File: src/verilog/scf_defines.svh
// register offsets, field positions, reset values and timing counts
`ifndef SCF_DEFINES_SVH
`define SCF_DEFINES_SVH
`define SCF_OFS_SRC_PWR    8'h12
`define SCF_OFS_SEP_THR    8'h13
`define SCF_OFS_SCAN_POL   8'h14
`define SCF_OFS_POL_STAT   8'h15
`define SCF_OFS_SLICER     8'h16
`define SCF_OFS_PRECOAST   8'h17
`define SCF_OFS_POSTCOAST  8'h18
`define SCF_OFS_TEST_A     8'h19
`define SCF_OFS_TEST_B     8'h1a
`define SCF_OFS_GAIN_TEST  8'h1b
`define SCF_OFS_FORMAT     8'h1c
`define SCF_OFS_KEY_STAT   8'h1d
`define SCF_OFS_TEST_C     8'h1e
`define SCF_BIT_VS_OVR     3
`define SCF_BIT_VS_SEL     2
`define SCF_BIT_COAST_SEL  1
`define SCF_BIT_PWR_N      0
`define SCF_BIT_SCAN_EN    2
`define SCF_BIT_COAST_OVR  1
`define SCF_BIT_HS_OVR     0
`define SCF_BIT_HS_POL     7
`define SCF_BIT_VS_POL     6
`define SCF_BIT_COAST_POL  5
`define SCF_SLICER_MSB     7
`define SCF_SLICER_LSB     3
`define SCF_BIT_CHROMA_ORD 2
`define SCF_BIT_FMT_444    0
`define SCF_BIT_KEYS       6
`define SCF_RST_SRC_PWR    8'h01
`define SCF_RST_SEP_THR    8'h20
`define SCF_RST_SCAN_POL   8'h00
`define SCF_RST_SLICER     8'hb8
`define SCF_RST_EDGE_CNT   8'h00
`define SCF_RST_TEST       8'h00
`define SCF_RST_FORMAT     8'h01
`define SCF_CLK_MHZ        200
`define SCF_SEP_CLK_MHZ    5
`define SCF_SEP_DIV        (`SCF_CLK_MHZ / `SCF_SEP_CLK_MHZ)
`endif

File: src/verilog/scf_pkg.sv
// types shared by the sync, coast and format control bank
package scf_pkg;
  typedef struct packed {
    logic [7:0] red;
    logic [7:0] green;
    logic [7:0] blue;
  } scf_pixel_t;
  typedef enum logic [1:0] { SCF_CH_HSYNC, SCF_CH_VSYNC, SCF_CH_COAST } scf_pol_ch_t;
endpackage

File: src/verilog/scf_regs.sv
// sync source, coast, polarity and output format control registers
`timescale 1ns/10ps
`include "scf_defines.svh"

module scf_regs
  import scf_pkg::*;
#(
  parameter int RUN_W  = 16,
  parameter int EDGE_W = 12
) (
  input  wire logic       mclk_i,
  input  wire logic       reset_i,
  input  wire logic [7:0] reg_addr_i,
  input  wire logic       reg_wr_i,
  input  wire logic [7:0] reg_wdata_i,
  output logic [7:0]      reg_rdata_o,
  input  wire logic       hsync_i,
  input  wire logic       vsync_i,
  input  wire logic       coast_i,
  input  wire logic       csync_i,
  input  wire logic       vsync_activity_i,
  input  wire logic       keys_present_i,
  input  wire logic       hsync_pol_user_i,
  input  wire logic       coast_pol_user_i,
  input  wire logic       scan_serial_in_i,
  input  wire logic       scan_shift_clock_i,
  input  wire scf_pixel_t pix_i,
  output scf_pixel_t      pix_o,
  output logic            blue_oe_o,
  output logic            full_power_down_n_o,
  output logic            active_vsync_source_o,
  output logic            vsync_o,
  output logic            coast_o,
  output logic            hsync_pol_o,
  output logic            coast_pol_o,
  output logic            scan_en_o,
  output logic            scan_serial_out_o,
  output logic [4:0]      green_sync_thresh_o
);

  localparam logic [5:0] SEP_DIV = 6'(`SCF_SEP_DIV);

  logic [7:0]        src_pwr_reg, sep_thr_reg, scan_pol_reg, slicer_reg;
  logic [7:0]        pre_reg, post_reg, test_a_reg, test_b_reg, gain_reg;
  logic [7:0]        fmt_reg, test_c_reg;
  logic [5:0]        tick_cnt_reg;
  logic [7:0]        sep_cnt_reg;
  logic              sep_out_reg;
  logic [2:0]        pin_prev_reg, pol_reg;
  logic [RUN_W-1:0]  run_reg [3];
  logic [RUN_W-1:0]  hi_len_reg [3];
  logic [RUN_W-1:0]  lo_len_reg [3];
  logic              hs_prev_reg, csrc_prev_reg, phase_reg, sclk_prev_reg;
  logic [EDGE_W-1:0] edge_cnt_reg, frame_len_reg;
  logic [7:0]        post_cnt_reg;
  logic [23:0]       scan_shift_reg;
  logic              active_vsync_source, vsync_sel, coast_pol_eff, coast_src, pre_act, win, pwr_n;
  logic [2:0]        pins;

  function automatic logic [RUN_W-1:0] sat_inc(input logic [RUN_W-1:0] v);
    sat_inc = (&v) ? v : v + 1'b1;
  endfunction

  // register writes from the serial port back end
  always_ff @(posedge mclk_i)
  begin
    if (reset_i)
    begin
      src_pwr_reg  <= `SCF_RST_SRC_PWR;
      sep_thr_reg  <= `SCF_RST_SEP_THR;
      scan_pol_reg <= `SCF_RST_SCAN_POL;
      slicer_reg   <= `SCF_RST_SLICER;
      pre_reg      <= `SCF_RST_EDGE_CNT;
      post_reg     <= `SCF_RST_EDGE_CNT;
      test_a_reg   <= `SCF_RST_TEST;
      test_b_reg   <= `SCF_RST_TEST;
      gain_reg     <= `SCF_RST_TEST;
      fmt_reg      <= `SCF_RST_FORMAT;
      test_c_reg   <= `SCF_RST_TEST;
    end
    else if (reg_wr_i)
    begin
      case (reg_addr_i)
        `SCF_OFS_SRC_PWR:   src_pwr_reg  <= reg_wdata_i;
        `SCF_OFS_SEP_THR:   sep_thr_reg  <= reg_wdata_i;
        `SCF_OFS_SCAN_POL:  scan_pol_reg <= reg_wdata_i;
        `SCF_OFS_SLICER:    slicer_reg   <= reg_wdata_i;
        `SCF_OFS_PRECOAST:  pre_reg      <= reg_wdata_i;
        `SCF_OFS_POSTCOAST: post_reg     <= reg_wdata_i;
        `SCF_OFS_TEST_A:    test_a_reg   <= reg_wdata_i;
        `SCF_OFS_TEST_B:    test_b_reg   <= reg_wdata_i;
        `SCF_OFS_GAIN_TEST: gain_reg     <= reg_wdata_i;
        `SCF_OFS_FORMAT:    fmt_reg      <= reg_wdata_i;
        `SCF_OFS_TEST_C:    test_c_reg   <= reg_wdata_i;
        default:            ;
      endcase
    end
  end

  // registered read mux, unmapped offsets read zero
  always_ff @(posedge mclk_i)
  begin
    if (reset_i)
      reg_rdata_o <= 8'h00;
    else
    begin
      case (reg_addr_i)
        `SCF_OFS_SRC_PWR:   reg_rdata_o <= src_pwr_reg;
        `SCF_OFS_SEP_THR:   reg_rdata_o <= sep_thr_reg;
        `SCF_OFS_SCAN_POL:  reg_rdata_o <= scan_pol_reg;
        `SCF_OFS_POL_STAT:  reg_rdata_o <= {pol_reg[0], pol_reg[1], pol_reg[2], 5'h00};
        `SCF_OFS_SLICER:    reg_rdata_o <= slicer_reg;
        `SCF_OFS_PRECOAST:  reg_rdata_o <= pre_reg;
        `SCF_OFS_POSTCOAST: reg_rdata_o <= post_reg;
        `SCF_OFS_TEST_A:    reg_rdata_o <= test_a_reg;
        `SCF_OFS_TEST_B:    reg_rdata_o <= test_b_reg;
        `SCF_OFS_GAIN_TEST: reg_rdata_o <= gain_reg;
        `SCF_OFS_FORMAT:    reg_rdata_o <= fmt_reg;
        `SCF_OFS_KEY_STAT:  reg_rdata_o <= {1'b0, keys_present_i, 6'h00};
        `SCF_OFS_TEST_C:    reg_rdata_o <= test_c_reg;
        default:            reg_rdata_o <= 8'h00;
      endcase
    end
  end

  // source selection; activity unseen while powered down
  always_comb
  begin
    pwr_n = src_pwr_reg[`SCF_BIT_PWR_N];
    active_vsync_source = src_pwr_reg[`SCF_BIT_VS_OVR] ? src_pwr_reg[`SCF_BIT_VS_SEL]
                                       : ~(vsync_activity_i & pwr_n);
    vsync_sel = active_vsync_source ? sep_out_reg : vsync_i;
    coast_pol_eff = scan_pol_reg[`SCF_BIT_COAST_OVR] ? coast_pol_user_i : pol_reg[2];
    coast_src = src_pwr_reg[`SCF_BIT_COAST_SEL] ? (vsync_sel ~^ pol_reg[1])
                                                : (coast_i ~^ coast_pol_eff);
    pins = {coast_i, vsync_sel, hsync_i};
  end

  // sync separator on a 5 MHz tick
  always_ff @(posedge mclk_i)
  begin
    if (reset_i)
    begin
      tick_cnt_reg <= 6'h00;
      sep_cnt_reg  <= 8'h00;
      sep_out_reg  <= 1'b0;
    end
    else
    begin
      tick_cnt_reg <= (tick_cnt_reg == SEP_DIV - 6'h01) ? 6'h00 : tick_cnt_reg + 6'h01;
      if (tick_cnt_reg == SEP_DIV - 6'h01)
      begin
        if (csync_i == sep_out_reg)
          sep_cnt_reg <= 8'h00;
        else if (sep_cnt_reg + 8'h01 >= sep_thr_reg)
        begin
          sep_out_reg <= csync_i;
          sep_cnt_reg <= 8'h00;
        end
        else
          sep_cnt_reg <= sep_cnt_reg + 8'h01;
      end
    end
  end

  // polarity detection: the shorter level is the pulse
  always_ff @(posedge mclk_i)
  begin
    if (reset_i || !pwr_n)
    begin
      pin_prev_reg <= 3'h0;
      pol_reg      <= 3'h0;
      for (int i = 0; i < 3; i++)
      begin
        run_reg[i]    <= '0;
        hi_len_reg[i] <= '0;
        lo_len_reg[i] <= '0;
      end
    end
    else
    begin
      pin_prev_reg <= pins;
      for (int i = 0; i < 3; i++)
      begin
        if (pins[i] != pin_prev_reg[i])
        begin
          run_reg[i] <= '0;
          if (pin_prev_reg[i])
            hi_len_reg[i] <= run_reg[i];
          else
            lo_len_reg[i] <= run_reg[i];
        end
        else
          run_reg[i] <= sat_inc(run_reg[i]);
        pol_reg[i] <= hi_len_reg[i] < lo_len_reg[i];
      end
    end
  end

  // precoast from last frame length, postcoast by edge countdown
  always_comb
  begin
    pre_act = (frame_len_reg != '0) && (pre_reg != 8'h00)
              && ((EDGE_W+1)'(edge_cnt_reg) + (EDGE_W+1)'(pre_reg)
                  >= (EDGE_W+1)'(frame_len_reg));
    // the fall cycle itself is covered before the countdown is loaded
    win = coast_src | pre_act | (post_cnt_reg != 8'h00)
          | (csrc_prev_reg && post_reg != 8'h00);
  end

  always_ff @(posedge mclk_i)
  begin
    if (reset_i)
    begin
      hs_prev_reg   <= 1'b0;
      csrc_prev_reg <= 1'b0;
      edge_cnt_reg  <= '0;
      frame_len_reg <= '0;
      post_cnt_reg  <= 8'h00;
    end
    else
    begin
      hs_prev_reg   <= hsync_i;
      csrc_prev_reg <= coast_src;
      if (coast_src && !csrc_prev_reg)
      begin
        frame_len_reg <= edge_cnt_reg;
        edge_cnt_reg  <= '0;
      end
      else if (hsync_i && !hs_prev_reg && !(&edge_cnt_reg))
        edge_cnt_reg <= edge_cnt_reg + 1'b1;
      if (!coast_src && csrc_prev_reg)
        post_cnt_reg <= post_reg;
      else if (hsync_i && !hs_prev_reg && post_cnt_reg != 8'h00)
        post_cnt_reg <= post_cnt_reg - 8'h01;
    end
  end

  // control and sync outputs
  always_ff @(posedge mclk_i)
  begin
    if (reset_i)
    begin
      full_power_down_n_o   <= 1'b1;
      active_vsync_source_o <= 1'b0;
      vsync_o               <= 1'b0;
      coast_o               <= 1'b0;
      hsync_pol_o           <= 1'b0;
      coast_pol_o           <= 1'b0;
      scan_en_o             <= 1'b0;
      green_sync_thresh_o   <= 5'h00;
    end
    else
    begin
      full_power_down_n_o   <= pwr_n;
      active_vsync_source_o <= active_vsync_source;
      vsync_o               <= vsync_sel;
      coast_o               <= coast_pol_eff ? win : ~win;
      hsync_pol_o           <= scan_pol_reg[`SCF_BIT_HS_OVR] ? hsync_pol_user_i
                                                              : pol_reg[0];
      coast_pol_o           <= coast_pol_eff;
      scan_en_o             <= scan_pol_reg[`SCF_BIT_SCAN_EN];
      green_sync_thresh_o   <= slicer_reg[`SCF_SLICER_MSB:`SCF_SLICER_LSB];
    end
  end

  // scan chain shifted on rising scan clock while enabled
  always_ff @(posedge mclk_i)
  begin
    if (reset_i)
    begin
      sclk_prev_reg     <= 1'b0;
      scan_shift_reg    <= 24'h000000;
      scan_serial_out_o <= 1'b0;
    end
    else
    begin
      sclk_prev_reg <= scan_shift_clock_i;
      if (scan_pol_reg[`SCF_BIT_SCAN_EN] && scan_shift_clock_i && !sclk_prev_reg)
        scan_shift_reg <= {scan_shift_reg[22:0], scan_serial_in_i};
      scan_serial_out_o <= scan_shift_reg[23];
    end
  end

  // pixel output formatter
  always_ff @(posedge mclk_i)
  begin
    if (reset_i)
    begin
      phase_reg <= 1'b0;
      pix_o     <= '0;
      blue_oe_o <= 1'b0;
    end
    else
    begin
      phase_reg <= ~phase_reg;
      if (scan_pol_reg[`SCF_BIT_SCAN_EN])
      begin
        pix_o     <= scan_shift_reg;
        blue_oe_o <= 1'b1;
      end
      else if (!pwr_n)
      begin
        pix_o     <= '0;
        blue_oe_o <= 1'b0;
      end
      else if (fmt_reg[`SCF_BIT_FMT_444])
      begin
        pix_o     <= pix_i;
        blue_oe_o <= 1'b1;
      end
      else
      begin
        pix_o.green <= pix_i.green;
        pix_o.red   <= (phase_reg == 1'b0) == fmt_reg[`SCF_BIT_CHROMA_ORD]
                       ? pix_i.red : pix_i.blue;
        pix_o.blue  <= 8'h00;
        blue_oe_o   <= 1'b0;
      end
    end
  end
endmodule // scf_regs

File: config.mk
export PLATFORM = sky130hd
export DESIGN_NAME = scf_regs
export DESIGN_NICKNAME = d
export VERILOG_FILES = /design/src/verilog/scf_pkg.sv /design/src/verilog/scf_regs.sv
export VERILOG_INCLUDE_DIRS = /design/src /design/src/verilog
export SDC_FILE = /design/constraint.sdc
export NUM_CORES = 1
export LEC_CHECK = 0
export BUFFER_PORTS_ARGS = -buffer_cell sky130_fd_sc_hd__buf_2
export CORE_MARGIN = 2
export CORE_UTILIZATION = 45
export DETAILED_ROUTE_END_ITERATION = 6
export PLACE_DENSITY_LB_ADDON = 0.05
export REMOVE_ABC_BUFFERS = 1
export SETUP_SLACK_MARGIN = 0.4
export SLEW_MARGIN = 20
export SYNTH_ARGS = -nofsm -noshare
export SYNTH_HDL_FRONTEND = slang
export SYNTH_SLANG_ARGS = --single-unit
File: constraint.sdc
create_clock -name mclk_i -period 8.1 [get_ports mclk_i]
set_clock_uncertainty 0.15 [all_clocks]
set_input_delay 1.62 -clock mclk_i [delete_from_list [all_inputs] [get_ports mclk_i]]
set_output_delay 1.62 -clock mclk_i [all_outputs]
set_load 0.005 [all_outputs]
# --- After elaboration in Yosys (flattened, before gate mapping) ---
# Memory sizes are Yosys's and may differ from the RTL's.
# Index checks and enable logic that the tools add are counted.
classes:
  addsub: 8
  multipliers: 0
  div: 0
  n_lt_le_gt_ge: 5
  n_eq_ne: 19
  n_shift: 0
  n_mux: 77
  bitwise: 22
  reduce_logical: 40
ops:
  columns: ["op", "n"]
  rows:
  - ["$mux W16", 15]
  - ["$eq A8 B5 Y1 const B", 13]
  - ["$pmux W8 S13", 1]
  - ["$mux W24", 3]
  - ["$mux W1", 53]
  - ["$add A16 B1 Y16 const B", 3]
  - ["$lt A16 B16 Y1", 3]
  - ["$reduce_and A16 Y1", 3]
  - ["$mux W8", 5]
  - ["$reduce_bool A8 Y1", 3]
  - ["$reduce_and A2 Y1", 11]
  - ["$or A1 B1 Y1", 15]
  - ["$add A12 B8 Y13", 1]
  - ["$ge A13 B12 Y1", 1]
  - ["$add A12 B1 Y12 const B", 1]
  - ["$reduce_and A12 Y1", 1]
  - ["$reduce_bool A12 Y1", 1]
  - ["$logic_and A1 B1 Y1", 10]
  - ["$add A8 B1 Y8 const B", 1]
  - ["$ge A8 B8 Y1", 1]
  - ["$sub A8 B1 Y8 const B", 1]
  - ["$add A6 B1 Y6 const B", 1]
  - ["$eq A6 B6 Y1 const B", 1]
  - ["$logic_not A1 Y1", 6]
  - ["9 further kinds", 17]
word_totals:
  ff_bits: 215
  latch_bits: 0
  ramBits: 144
  mem_bits_ro: 0
  output_inout_bits: 46
  elab_cells: 212
  n_memories: 3
mem_list:
  columns: ["name", "words", "word_bits", "read_ports", "rd_ports_with_merged_regs", "wr", "line_no", "source"]
  rows:
  - ["hi_len_reg", 3, 16, 3, 0, 3, "scf_regs.sv:51", "logic [RUN_W-1:0] hi_len_reg [3];"]
  - ["lo_len_reg", 3, 16, 3, 0, 3, "scf_regs.sv:52", "logic [RUN_W-1:0] lo_len_reg [3];"]
  - ["run_reg", 3, 16, 3, 0, 3, "scf_regs.sv:50", "logic [RUN_W-1:0] run_reg [3];"]

# --- Logic depth before layout (Yosys ltp) ---
# Gate-level depths: netlist (run 1).
depth:
  ltp_word: 11
  mapped_depth: 16
  ltp_nobuf: 16

# --- Worst setup path before layout (run 1) ---
# No wires, ideal clock.
synth_timing:
  kind: "input -> register"
  from: "input port reg_addr_i[5]"
  to: "register slicer_reg[7]"
  setup_ns: 0.128
  t_arrival_ns: 3.413
  required_time_ns: 7.822
  path_slack_ns: 4.409
  stages: 8
  cell_sequence: "or4b_1 buf_4 or3b_1 buf_6 buf_2 nor2_4 mux2i_1 nand2_1"
synth_between:
  elab_chain_cells: 2
synth_lines:
  columns: ["element", "line_no", "source"]
  rows:
  - ["start: declaration", "scf_regs.sv:13", "input wire logic [7:0] reg_addr_i,"]
  - ["$eq A8 B5 Y1", "scf_regs.sv:83", "case (reg_addr_i)"]
  - ["$reduce_and A2 Y1 (no source line)", null, null]
  - ["end signal: assignment", "scf_regs.sv:72", "slicer_reg <= `SCF_RST_SLICER;"]
  - ["end signal: assignment", "scf_regs.sv:87", "`SCF_OFS_SLICER: slicer_reg <= reg_wdata_i;"]
  - ["end: declaration", "scf_regs.sv:43", "logic [7:0] src_pwr_reg, sep_thr_reg, scan_pol_reg, slicer_reg;"]
# No other way between the ends.
# A chain may end at the register's enable or synchronous reset.

# --- Worst setup path in the final report (run 1) ---
layout_timing:
  from: "register pre_reg[0]"
  to: "register coast_o"
layout_between:
  elab_chain_cells: 8
  elab_cells_between_ends: 10
  classes_between: "add/sub: 1; order compare: 1; mux: 1; bitwise: 4; reduce/logical: 3"
layout_lines:
  columns: ["element", "line_no", "source"]
  rows:
  - ["start: declaration", "scf_regs.sv:44", "logic [7:0] pre_reg, post_reg, test_a_reg, test_b_reg, gain_reg;"]
  - ["start signal: assignment", "scf_regs.sv:73", "pre_reg <= `SCF_RST_EDGE_CNT;"]
  - ["start signal: assignment", "scf_regs.sv:88", "`SCF_OFS_PRECOAST: pre_reg <= reg_wdata_i;"]
  - ["$add A12 B8 Y13 or $reduce_bool A8 Y1 (tied branches)", "scf_regs.sv:204, scf_regs.sv:203", null]
  - ["$ge A13 B12 Y1 or $logic_and A1 B1 Y1 (tied branches)", "scf_regs.sv:205, scf_regs.sv:203", null]
  - ["$logic_and A1 B1 Y1 (*)", "scf_regs.sv:204", "&& ((EDGE_W+1)'(edge_cnt_reg) + (EDGE_W+1)'(pre_reg)"]
  - ["$or A1 B1 Y1 (*) (2 in series)", "scf_regs.sv:207", "win = coast_src | pre_act | (post_cnt_reg != 8'h00)"]
  - ["$or A1 B1 Y1 (*)", "scf_regs.sv:208", "| (csrc_prev_reg && post_reg != 8'h00);"]
  - ["$not A1 Y1", "scf_regs.sv:258", "coast_o <= coast_pol_eff ? win : ~win;"]
  - ["$mux W1 (*)", "scf_regs.sv:258", null]
  - ["end signal: assignment", "scf_regs.sv:258", null]
  - ["end: declaration", "scf_regs.sv:33", "output logic coast_o,"]
# Mark *: on every way between the ends. The rest lies on a longest branch, timed or not.

==> results.yml, run 1 <==
run_status:
  outcome: "finished clean"
pwr:
  total_power_mw: 3.97
  p_per_area_nw_per_um2: 210
  leakage_nw: 7.49
  ir_drop_v: 0.000117
route:
  drc: 0
  routed_wirelength_um: 39600
  drtIter0Drc: 633
  drt-pass1-iter-count: 5
  vias_per_cell: 5.35
  vias: 12000
  wire_per_inst_um: 17.7
  ant_nets: 0
setup_path:
  worstSetupPathType: "reg2reg"
  cp_cell_sequence: "ha_1 -> inv_1 -> fa_1 -> nor2b_1 -> o2111ai_1 -> nand3_1 -> o41ai_1 -> buf_4 -> nor2_1 -> xor2_1 -> ha_1 -> a21o_1 -> a21o_1 -> a2111oi_0 -> a211o_1 -> o2111ai_1 -> mux2_2"
  crit_family: "compound AO/OA/AOI/OAI gates"
  crit_path_max_incr_delay_ns: 0.50
  cpMaxStageDelayCell: "a2111oi_0"
  crit_buf_inv: 2
  arrival_ns: 4.44
  endpoint_kind: "flop"
  crit_required_ns: 8.38
  cp_max_fo: 4
  crit_path_start_kind: "flop"
yosys:
  synth-seq-cells: 359
  synth_area_per_cell_um2: 10.1
  syn_area_um2: 16800
  synthArstFlopShare_pct: 0
  ys_types: 69
  synth_flop_cell: "dfxtp_1"
  yosys_warnings: 0
  synth_edf_count: 144
  seq_area_frac_synth_pct: 51.4
  synthCells: 1657
clocking:
  root_buffer: "clkbuf_16"
  hold_buffers: 0
  clk_latency_ns: 0.55
  cts_tree: "done"
  htreeDepth: 2
  cts_buffers: 40
  cts-resized-gates: 0
  clk_path_buf_depth: 3
  clock_sinks: 359
  clk_pin_slew_ns: 0.06
  postCtsSetupBuffers: 0
timing:
  post-route-min-period_ns: 4.17
  slew-limit-headroom_pct: 28.0
  hold_viol: 0
  worst_pin_slew_ns: 1.08
  grt_setup_unrepaired: "false"
  finalSetupTns_ns: 0
  slew_violations: 0
  setup_viol: 0
  clock.fmax_mhz: 240
  period_share_pct: 51.4
place:
  dpl.hpwl_um: 26700
  port_buffers: 98
  post_dp_cell_area_um2: 17700
  globalplace.congestion: 0.817
grt:
  grt.overflow.total: 0
  antenna_found_initial: 1
  grt_max_degree: 70
  grt_pass1_wl_um: 63100
  gr-usage-all-layers_pct: 20.7
  grt_pass1_vias: 11600
floorplan:
  num_io_pins: 99
  core_area_um2: 36700
  dieArea_um2: 38900
  start_util_pct: 45.7
  fp.dieW_um: 197
  die_y_um: 197
  rows: 70
min_path:
  min_path_type: "reg2reg"
job:
  max_cap_viol_count: 0
cells_and_area:
  area_growth_pct: 12.7
  fin_area_um2: 18900
  drive_above_1_share_pct: 11.2
  nNetsFinal: 1878
  n_fill_cell: 3355
cells by family (layout without fill, tap and decap cells):
| logic type | after synthesis | after routing | share of synthesized area, % |
|---|---|---|---|
| DFF | 359 | 359 | 51.4 |
| AOI/OAI and AO/OA | 249 | 249 | 9.73 |
| adders and majority gates | 88 | 88 | 6.60 |
| buffers and inverters | 165 | 273 | 3.83 |
| other | 0 | 2 | 0 |
| xor gates and xnor gates | 76 | 76 | 3.97 |
| muxes | 102 | 102 | 6.19 |
| and+or+nand+nor | 618 | 618 | 18.3 |
stage by stage:
step / instances / hold WS, ns / util [%] / setup slack, ns
2_1_floorplan: 1585 / 0.257 / - / 3.66
3_3_place_gp: 2163 / 0.270 / 48.2 / 3.51
3_5_place_dp: 2163 / 0.275 / 48.2 / 3.50
4_1_cts: 2233 / 0.283 / 51.5 / 3.93
5_1_grt: 2234 / 0.305 / 51.5 / 3.78
6_report: 2235 / 0.283 / 51.5 / 3.93
final cells by class:
| type | count | area (µm²) | area share (%) |
|---|---|---|---|
| Clock buffer | 61 | 1180 | 6.26 |
| Sequential cell | 359 | 8630 | 45.6 |
| Tap cell | 468 | 586 | 3.10 |
| Inverter | 93 | 349 | 1.85 |
| Antenna cell | 2 | 5.00 | 0.0265 |
| Timing Repair Buffer | 110 | 583 | 3.08 |
| Multi-Input combinational cell | 1133 | 7540 | 39.9 |
| Clock inverter | 9 | 42.5 | 0.225 |
cell usage after synthesis (all sizes together), types with 34 or more instances:
library cell,instances,area share [%]
clkbuf,60,1.3
and2,100,3.7
dfxtp,215,26
o21ai,49,1.5
xnor2,34,1.8
mux2i,97,5.8
a21oi,85,2.5
edfxtp,144,26
nor2,197,4.8
ha,87,6.5
inv,92,2.1
nand2,137,3.1
xor2,42,2.2
nand3,61,1.8
cell usage in the layout (no fill, tap or decap), types with 13 or more instances in the layout:
master and n:
a21oi_1 85, dfxtp_1 215, buf_2 97, inv_1 92
and2_1 100, a22o_1 26, xnor2_1 34, clkbuf_16 41
nand2b_1 15, xor2_1 42, nor3_1 17, o21ai_0 47
nand4_1 15, nor2b_1 13, ha_1 87, nand2_1 137
nor2_1 189, nand3_1 60, and3_1 17, mux2i_1 97
buf_4 13, a21o_1 16, edfxtp_1 144
power by group:
part	internal [mW]	total (mW)	switching, mW
clock	1.00	1.72	0.717
combinational	0.107	0.287	0.180
sequential	1.93	1.96	0.0309
worst paths after layout:
check,slack [ns],startpoint,to,cells past startpoint
worst max-delay path,3.93,pre_reg[0],coast_o,17
worst min-delay path,0.28,phase_reg,phase_reg,1
worst max register to register,3.93,pre_reg[0],coast_o,17
worst min register to register,0.28,phase_reg,phase_reg,1
per-layer routing:
layer	track usage [%]	part of all wire, %	vias to the layer above	wire length, µm
li1	-	-	5964	-
met3	2.70	3.5	52	1370
met4	6.66	2.3	0	914
met5	0	0	-	0
met1	28.7	48	5732	19100
met2	33.6	46	218	18200
Note: power is estimated with default switching activity, not from simulation.
==> run 2: changes to the inputs <==
==> constraint.sdc (replaced) <==
create_clock -name mclk_i -period 3.7 [get_ports mclk_i]
set_clock_uncertainty 0.15 [all_clocks]
set_input_delay 0.74 -clock mclk_i [delete_from_list [all_inputs] [get_ports mclk_i]]
set_output_delay 0.74 -clock mclk_i [all_outputs]
set_load 0.005 [all_outputs]
==> run 2 against run 1 <==
Against the previous run:
- clock-buffer cell count is 10 lower
- flip-flop and latch count is the same
- register-to-register slack worse by 3.5 ns
- routed wire length shrank 0.49%
- final cell count up 1.6%
- non-clock buffer count rose by 36
- critical endpoint unchanged
- highest routed layer unchanged
==> results.yml, run 2 (synthesis gave the netlist of run 1 again) <==
cells_and_area:
  diodes: 0
  multi_input_area_um2: 7620
  post-route-util_pct: 52.9
  drive_above_1_share_pct: 14.0
  nNetsFinal: 1914
  final_cells: 2270
  ff_latch_area_um2: 8630
  n_fill_cell: 3326
  fin_area_um2: 19400
  layout_commonest_cell: "dfxtp_1"
  area_growth_pct: 15.7
  most-common-layout-cells: "dfxtp_1, nor2_1, edfxtp_1, nand2_1, and2_1"
timing:
  clock.fmax_mhz: 302
  slew_violations: 0
  grt_setup_unrepaired: "true"
  setup_viol: 0
  post-route-min-period_ns: 3.31
  slew-limit-headroom_pct: 30.0
  hold_viol: 0
  worst_pin_slew_ns: 1.05
  worst_hold_slack_ns: 0.266
  worst_slack_ns: 0.391
  period_share_pct: 89.4
run_status:
  outcome: "finished clean"
clocking:
  cts_tree: "done"
  clk_latency_ns: 0.53
  hold_buffers: 0
  root_buffer: "clkbuf_16"
  clock_sinks: 359
  htreeDepth: 2
  clk_pin_slew_ns: 0.06
  cts_buffers: 40
  clk_path_buf_depth: 3
place:
  preCtsSetupSlack_ns: -0.0108
  post_dp_cell_area_um2: 17900
  globalplace.congestion: 0.835
  dpl.hpwl_um: 26900
  place_inst: 2194
  port_buffers: 98
setup_path:
  crit_path_max_incr_delay_ns: 0.37
  cp_cell_sequence: "ha_4 -> inv_2 -> fa_2 -> nor2b_4 -> o2111ai_2 -> nand3_2 -> o41ai_4 -> buf_4 -> xnor2_1 -> ha_1 -> nand2_1 -> nor2_1 -> a2111oi_4 -> a211o_1 -> o2111ai_2 -> mux2_2"
  critPathMostFrequentCell: "o2111ai_2"
  endpoint_kind: "flop"
  arrival_ns: 3.59
  crit_required_ns: 3.98
  crit_path_start_kind: "flop"
  worstSetupPathType: "reg2reg"
  cp_max_fo: 3
  cpMaxStageDelayCell: "fa_2"
job:
  max_cap_viol_count: 0
floorplan:
  fp.dieW_um: 197
  die_y_um: 197
  num_io_pins: 99
  start_util_pct: 45.7
  dieArea_um2: 38900
  rows: 70
  core_area_um2: 36700
grt:
  grt_max_degree: 147
  grt.overflow.total: 0
  antenna_found_initial: 0
  gr-usage-all-layers_pct: 20.4
  grt_pass1_wl_um: 63200
  grt_pass1_vias: 11700
pwr:
  ir_drop_v: 0.000374
  leakage_nw: 7.76
  p_per_area_nw_per_um2: 465
route:
  routed_wirelength_um: 39400
  drt-pass1-iter-count: 5
  drc: 0
  vias: 12000
  vias_per_cell: 5.30
  ant_nets: 0
  wire_per_inst_um: 17.3
  drtIter0Drc: 638
min_path:
  min_path_type: "in2reg"
run 2: cell count changes in the layout (fill, tap and decap cells not counted), moves of 3 or more:
cell,change
buf_4,+34
clkbuf_1,-6
bufinv_16,+5
dfxtp_1,-3
dfxtp_2,+3
run 2: report_power, final:
part	total (mW)	leakage [nW]	internal, mW	switching, mW
Clock	4.08	0.665	2.49	1.59
Sequential	4.29	3.36	4.23	0.0640
Combinational	0.655	3.73	0.255	0.401
run 2: per-layer routing:
metal	part of all wire, %	vias up	global-route usage [%]
li1	-	6021	-
met4	2.3	0	5.74
met3	3.4	68	2.77
met2	47	222	33.9
met5	0	-	0
met1	48	5716	27.9
run 2: final cells by class:
class / instances / area share (%)
multi-input combinational: 1133 / 39.2
tap: 468 / 3.02
sequential: 359 / 44.4
timing repair buffer: 146 / 4.52
clock inverter: 20 / 1.20
clock buffer: 51 / 5.79
inverter: 93 / 1.80
run 2: final timing paths:
| kind | start | endpoint | slack [ns] | depth (start not counted) |
|---|---|---|---|---|
| min reg2reg | phase_reg | phase_reg | 0.28 | 1 |
| max | edge_cnt_reg[0] | coast_o | 0.39 | 16 |
| max reg2reg | edge_cnt_reg[0] | coast_o | 0.39 | 16 |
| min | pix_i[8] | pix_o[8] | 0.27 | 2 |
run 2: per-stage QoR:
stage	power, mW	setup TNS [ns]
floorplan	4.75	0
global placement	5.03	0
detailed placement	5.04	-0.0108
CTS	9.14	0
global route	9.37	0
finish	9.03	0
run 2: worst max-delay path: cells and delay by family, from the launching register on:
kind / cells / cell delay (ns)
adders and majority gates: 3 / 0.87
AOI/OAI and AO/OA: 5 / 0.64
and+or+nand+nor: 4 / 0.52
DFF: 1 / 0.35
muxes: 1 / 0.34
buffers and inverters: 2 / 0.19
xor gates and xnor gates: 1 / 0.12
run 2: what timing repair did:
action,in CTS,in global routing
buffers inserted,3,2
endpoints found under the setup margin,1,1
resized for setup,10,9
pin swaps,15,8
hold endpoints to repair,0,0
==> run 3: changes to the inputs <==
--- a/config.mk
+++ b/config.mk
@@ -6,7 +6,7 @@
 export SDC_FILE = /design/constraint.sdc
 export NUM_CORES = 1
 export LEC_CHECK = 0
-export BUFFER_PORTS_ARGS = -buffer_cell sky130_fd_sc_hd__buf_2
+export BUFFER_PORTS_ARGS = -buffer_cell sky130_fd_sc_hd__buf_4
 export CORE_MARGIN = 2
 export CORE_UTILIZATION = 45
 export DETAILED_ROUTE_END_ITERATION = 6
==> run 3 against run 2 <==
Against the previous run:
- fmax is 0.45% lower
- clock-buffer cell count is 10 higher
- final cell count stayed put
- via count is 0.48% higher
- first-iteration DRC count is 26% higher
- design area is 0.88% higher
- power is 1.5% lower
- register-to-register slack hardly changed
- routed wire length is 1.5% higher
- hold slack worse by 0.024 ns
- combinational power is 3.8% higher
- clock power is 4% lower
- largest cell class unchanged
==> results.yml, run 3 (synthesis gave the netlist of run 1 again) <==
run_status:
  outcome: "finished clean"
route:
  ant_nets: 0
  wire_per_inst_um: 17.6
  vias: 12100
  drtIter0Drc: 803
  routed_wirelength_um: 40000
  drt-pass1-iter-count: 5
  drc: 0
  vias_per_cell: 5.32
timing:
  hold_viol: 0
  slew_violations: 0
  clock.fmax_mhz: 301
  worst_pin_slew_ns: 0.946
  grt_setup_unrepaired: "true"
  period_share_pct: 89.8
  slew-limit-headroom_pct: 36.7
  post-route-min-period_ns: 3.32
  worst_hold_slack_ns: 0.242
  finalSetupTns_ns: 0
  worst_slack_ns: 0.377
  setup_viol: 0
pwr:
  netSwitchingFraction_pct: 23.2
  ir_drop_v: 0.000242
  total_power_mw: 8.90
  combPwrFrac_pct: 7.6
  seq_power_share_pct: 48.3
  leakage_nw: 7.77
  pwr-share-clk_pct: 44.1
  p_int_mw: 6.84
  p_per_area_nw_per_um2: 454
  p_switching_mw: 2.06
floorplan:
  core_area_um2: 36700
  rows: 70
  dieArea_um2: 38900
  die_y_um: 197
  num_io_pins: 99
  fp.dieW_um: 197
  start_util_pct: 45.7
clocking:
  htreeDepth: 2
  hold_buffers: 0
  clock_sinks: 359
  root_buffer: "clkbuf_16"
  clk_latency_ns: 0.56
  clk_path_buf_depth: 3
  cts_tree: "done"
  clk_pin_slew_ns: 0.06
  cts_buffers: 40
setup_path:
  arrival_ns: 3.60
  worstSetupPathType: "reg2reg"
  cp_max_fo: 2
  endpoint_kind: "flop"
  crit_required_ns: 3.98
  crit_path_start_kind: "flop"
cells_and_area:
  fin_area_um2: 19600
  nNetsFinal: 1911
  most-common-layout-cells: "dfxtp_1, nor2_1, edfxtp_1, buf_4, nand2_1"
  layout_commonest_cell: "dfxtp_1"
  area_growth_pct: 16.7
  drive_above_1_share_pct: 13.7
grt:
  gr-usage-all-layers_pct: 20.8
  grt.overflow.total: 0
  grt_pass1_wl_um: 63900
  grt_pass1_vias: 11700
  antenna_found_initial: 0
  grt_max_degree: 147
place:
  post_dp_cell_area_um2: 18200
  globalplace.congestion: 0.868
  port_buffers: 98
  dpl.hpwl_um: 27200
  preCtsSetupSlack_ns: -0.0535
min_path:
  min_path_type: "in2reg"
job:
  max_cap_viol_count: 0
run 3: through the flow:
step / util [%] / instances
floorplan: - / 1585
global placement: 49.5 / 2191
detailed placement: 49.5 / 2191
CTS: 53.2 / 2268
global route: 53.4 / 2269
finish: 53.4 / 2270
run 3: routing by layer:
layer	vias to the layer above	track usage [%]	share of wire (%)
met5	-	0	0
li1	6029	-	-
met1	5765	28.4	46
met2	226	33.9	47
met3	65	3.33	4.5
met4	0	6.77	2.4
run 3: area by class of cell:
class	instances	area (µm²)
Antenna cell	1	2.50
Clock buffer	61	1170
Clock inverter	12	114
Fill cell	3297	17100
Inverter	93	349
Multi-Input combinational cell	1133	7620
Sequential cell	359	8630
Tap cell	468	586
Timing Repair Buffer	143	1110
run 3: what timing repair did:
action                                 4_1_cts  5_1_grt
setup endpoints to repair                    1        1
pin swaps                                   12        8
endpoints found under the hold margin        0        0
resized for setup                           11        9
setup buffers                                4        1
run 3: power groups by stage:
stage | clock (mW) | combinational [mW] | sequential, mW
global placement | 0 | 0.684 | 4.38
CTS | 4.03 | 0.692 | 4.30
finish | 3.92 | 0.680 | 4.30
floorplan | 0 | 0.381 | 4.36
global route | 4.18 | 0.765 | 4.31
detailed placement | 0 | 0.687 | 4.38
run 3: path summary, 6_finish.rpt:
kind,slack (ns),start,endpoint,cells past startpoint
max reg2reg,0.38,edge_cnt_reg[0],coast_o,16
max,0.38,edge_cnt_reg[0],coast_o,16
min reg2reg,0.28,phase_reg,phase_reg,1
min,0.24,pix_i[11],pix_o[11],2
run 3: critical path, stage by stage, from the launching register on:
cell       delay (ns)
dfxtp_2          0.35
ha_4             0.14
inv_2            0.04
fa_2             0.36
nor2b_4          0.14
o2111ai_2        0.14
nand3_2          0.11
o41ai_4          0.07
nor2_1           0.13
xor2_1           0.19
ha_1             0.27
a21o_1           0.16
a21o_1           0.17
a2111oi_2        0.21
a211o_1          0.18
o2111ai_1        0.11
mux2_2           0.29
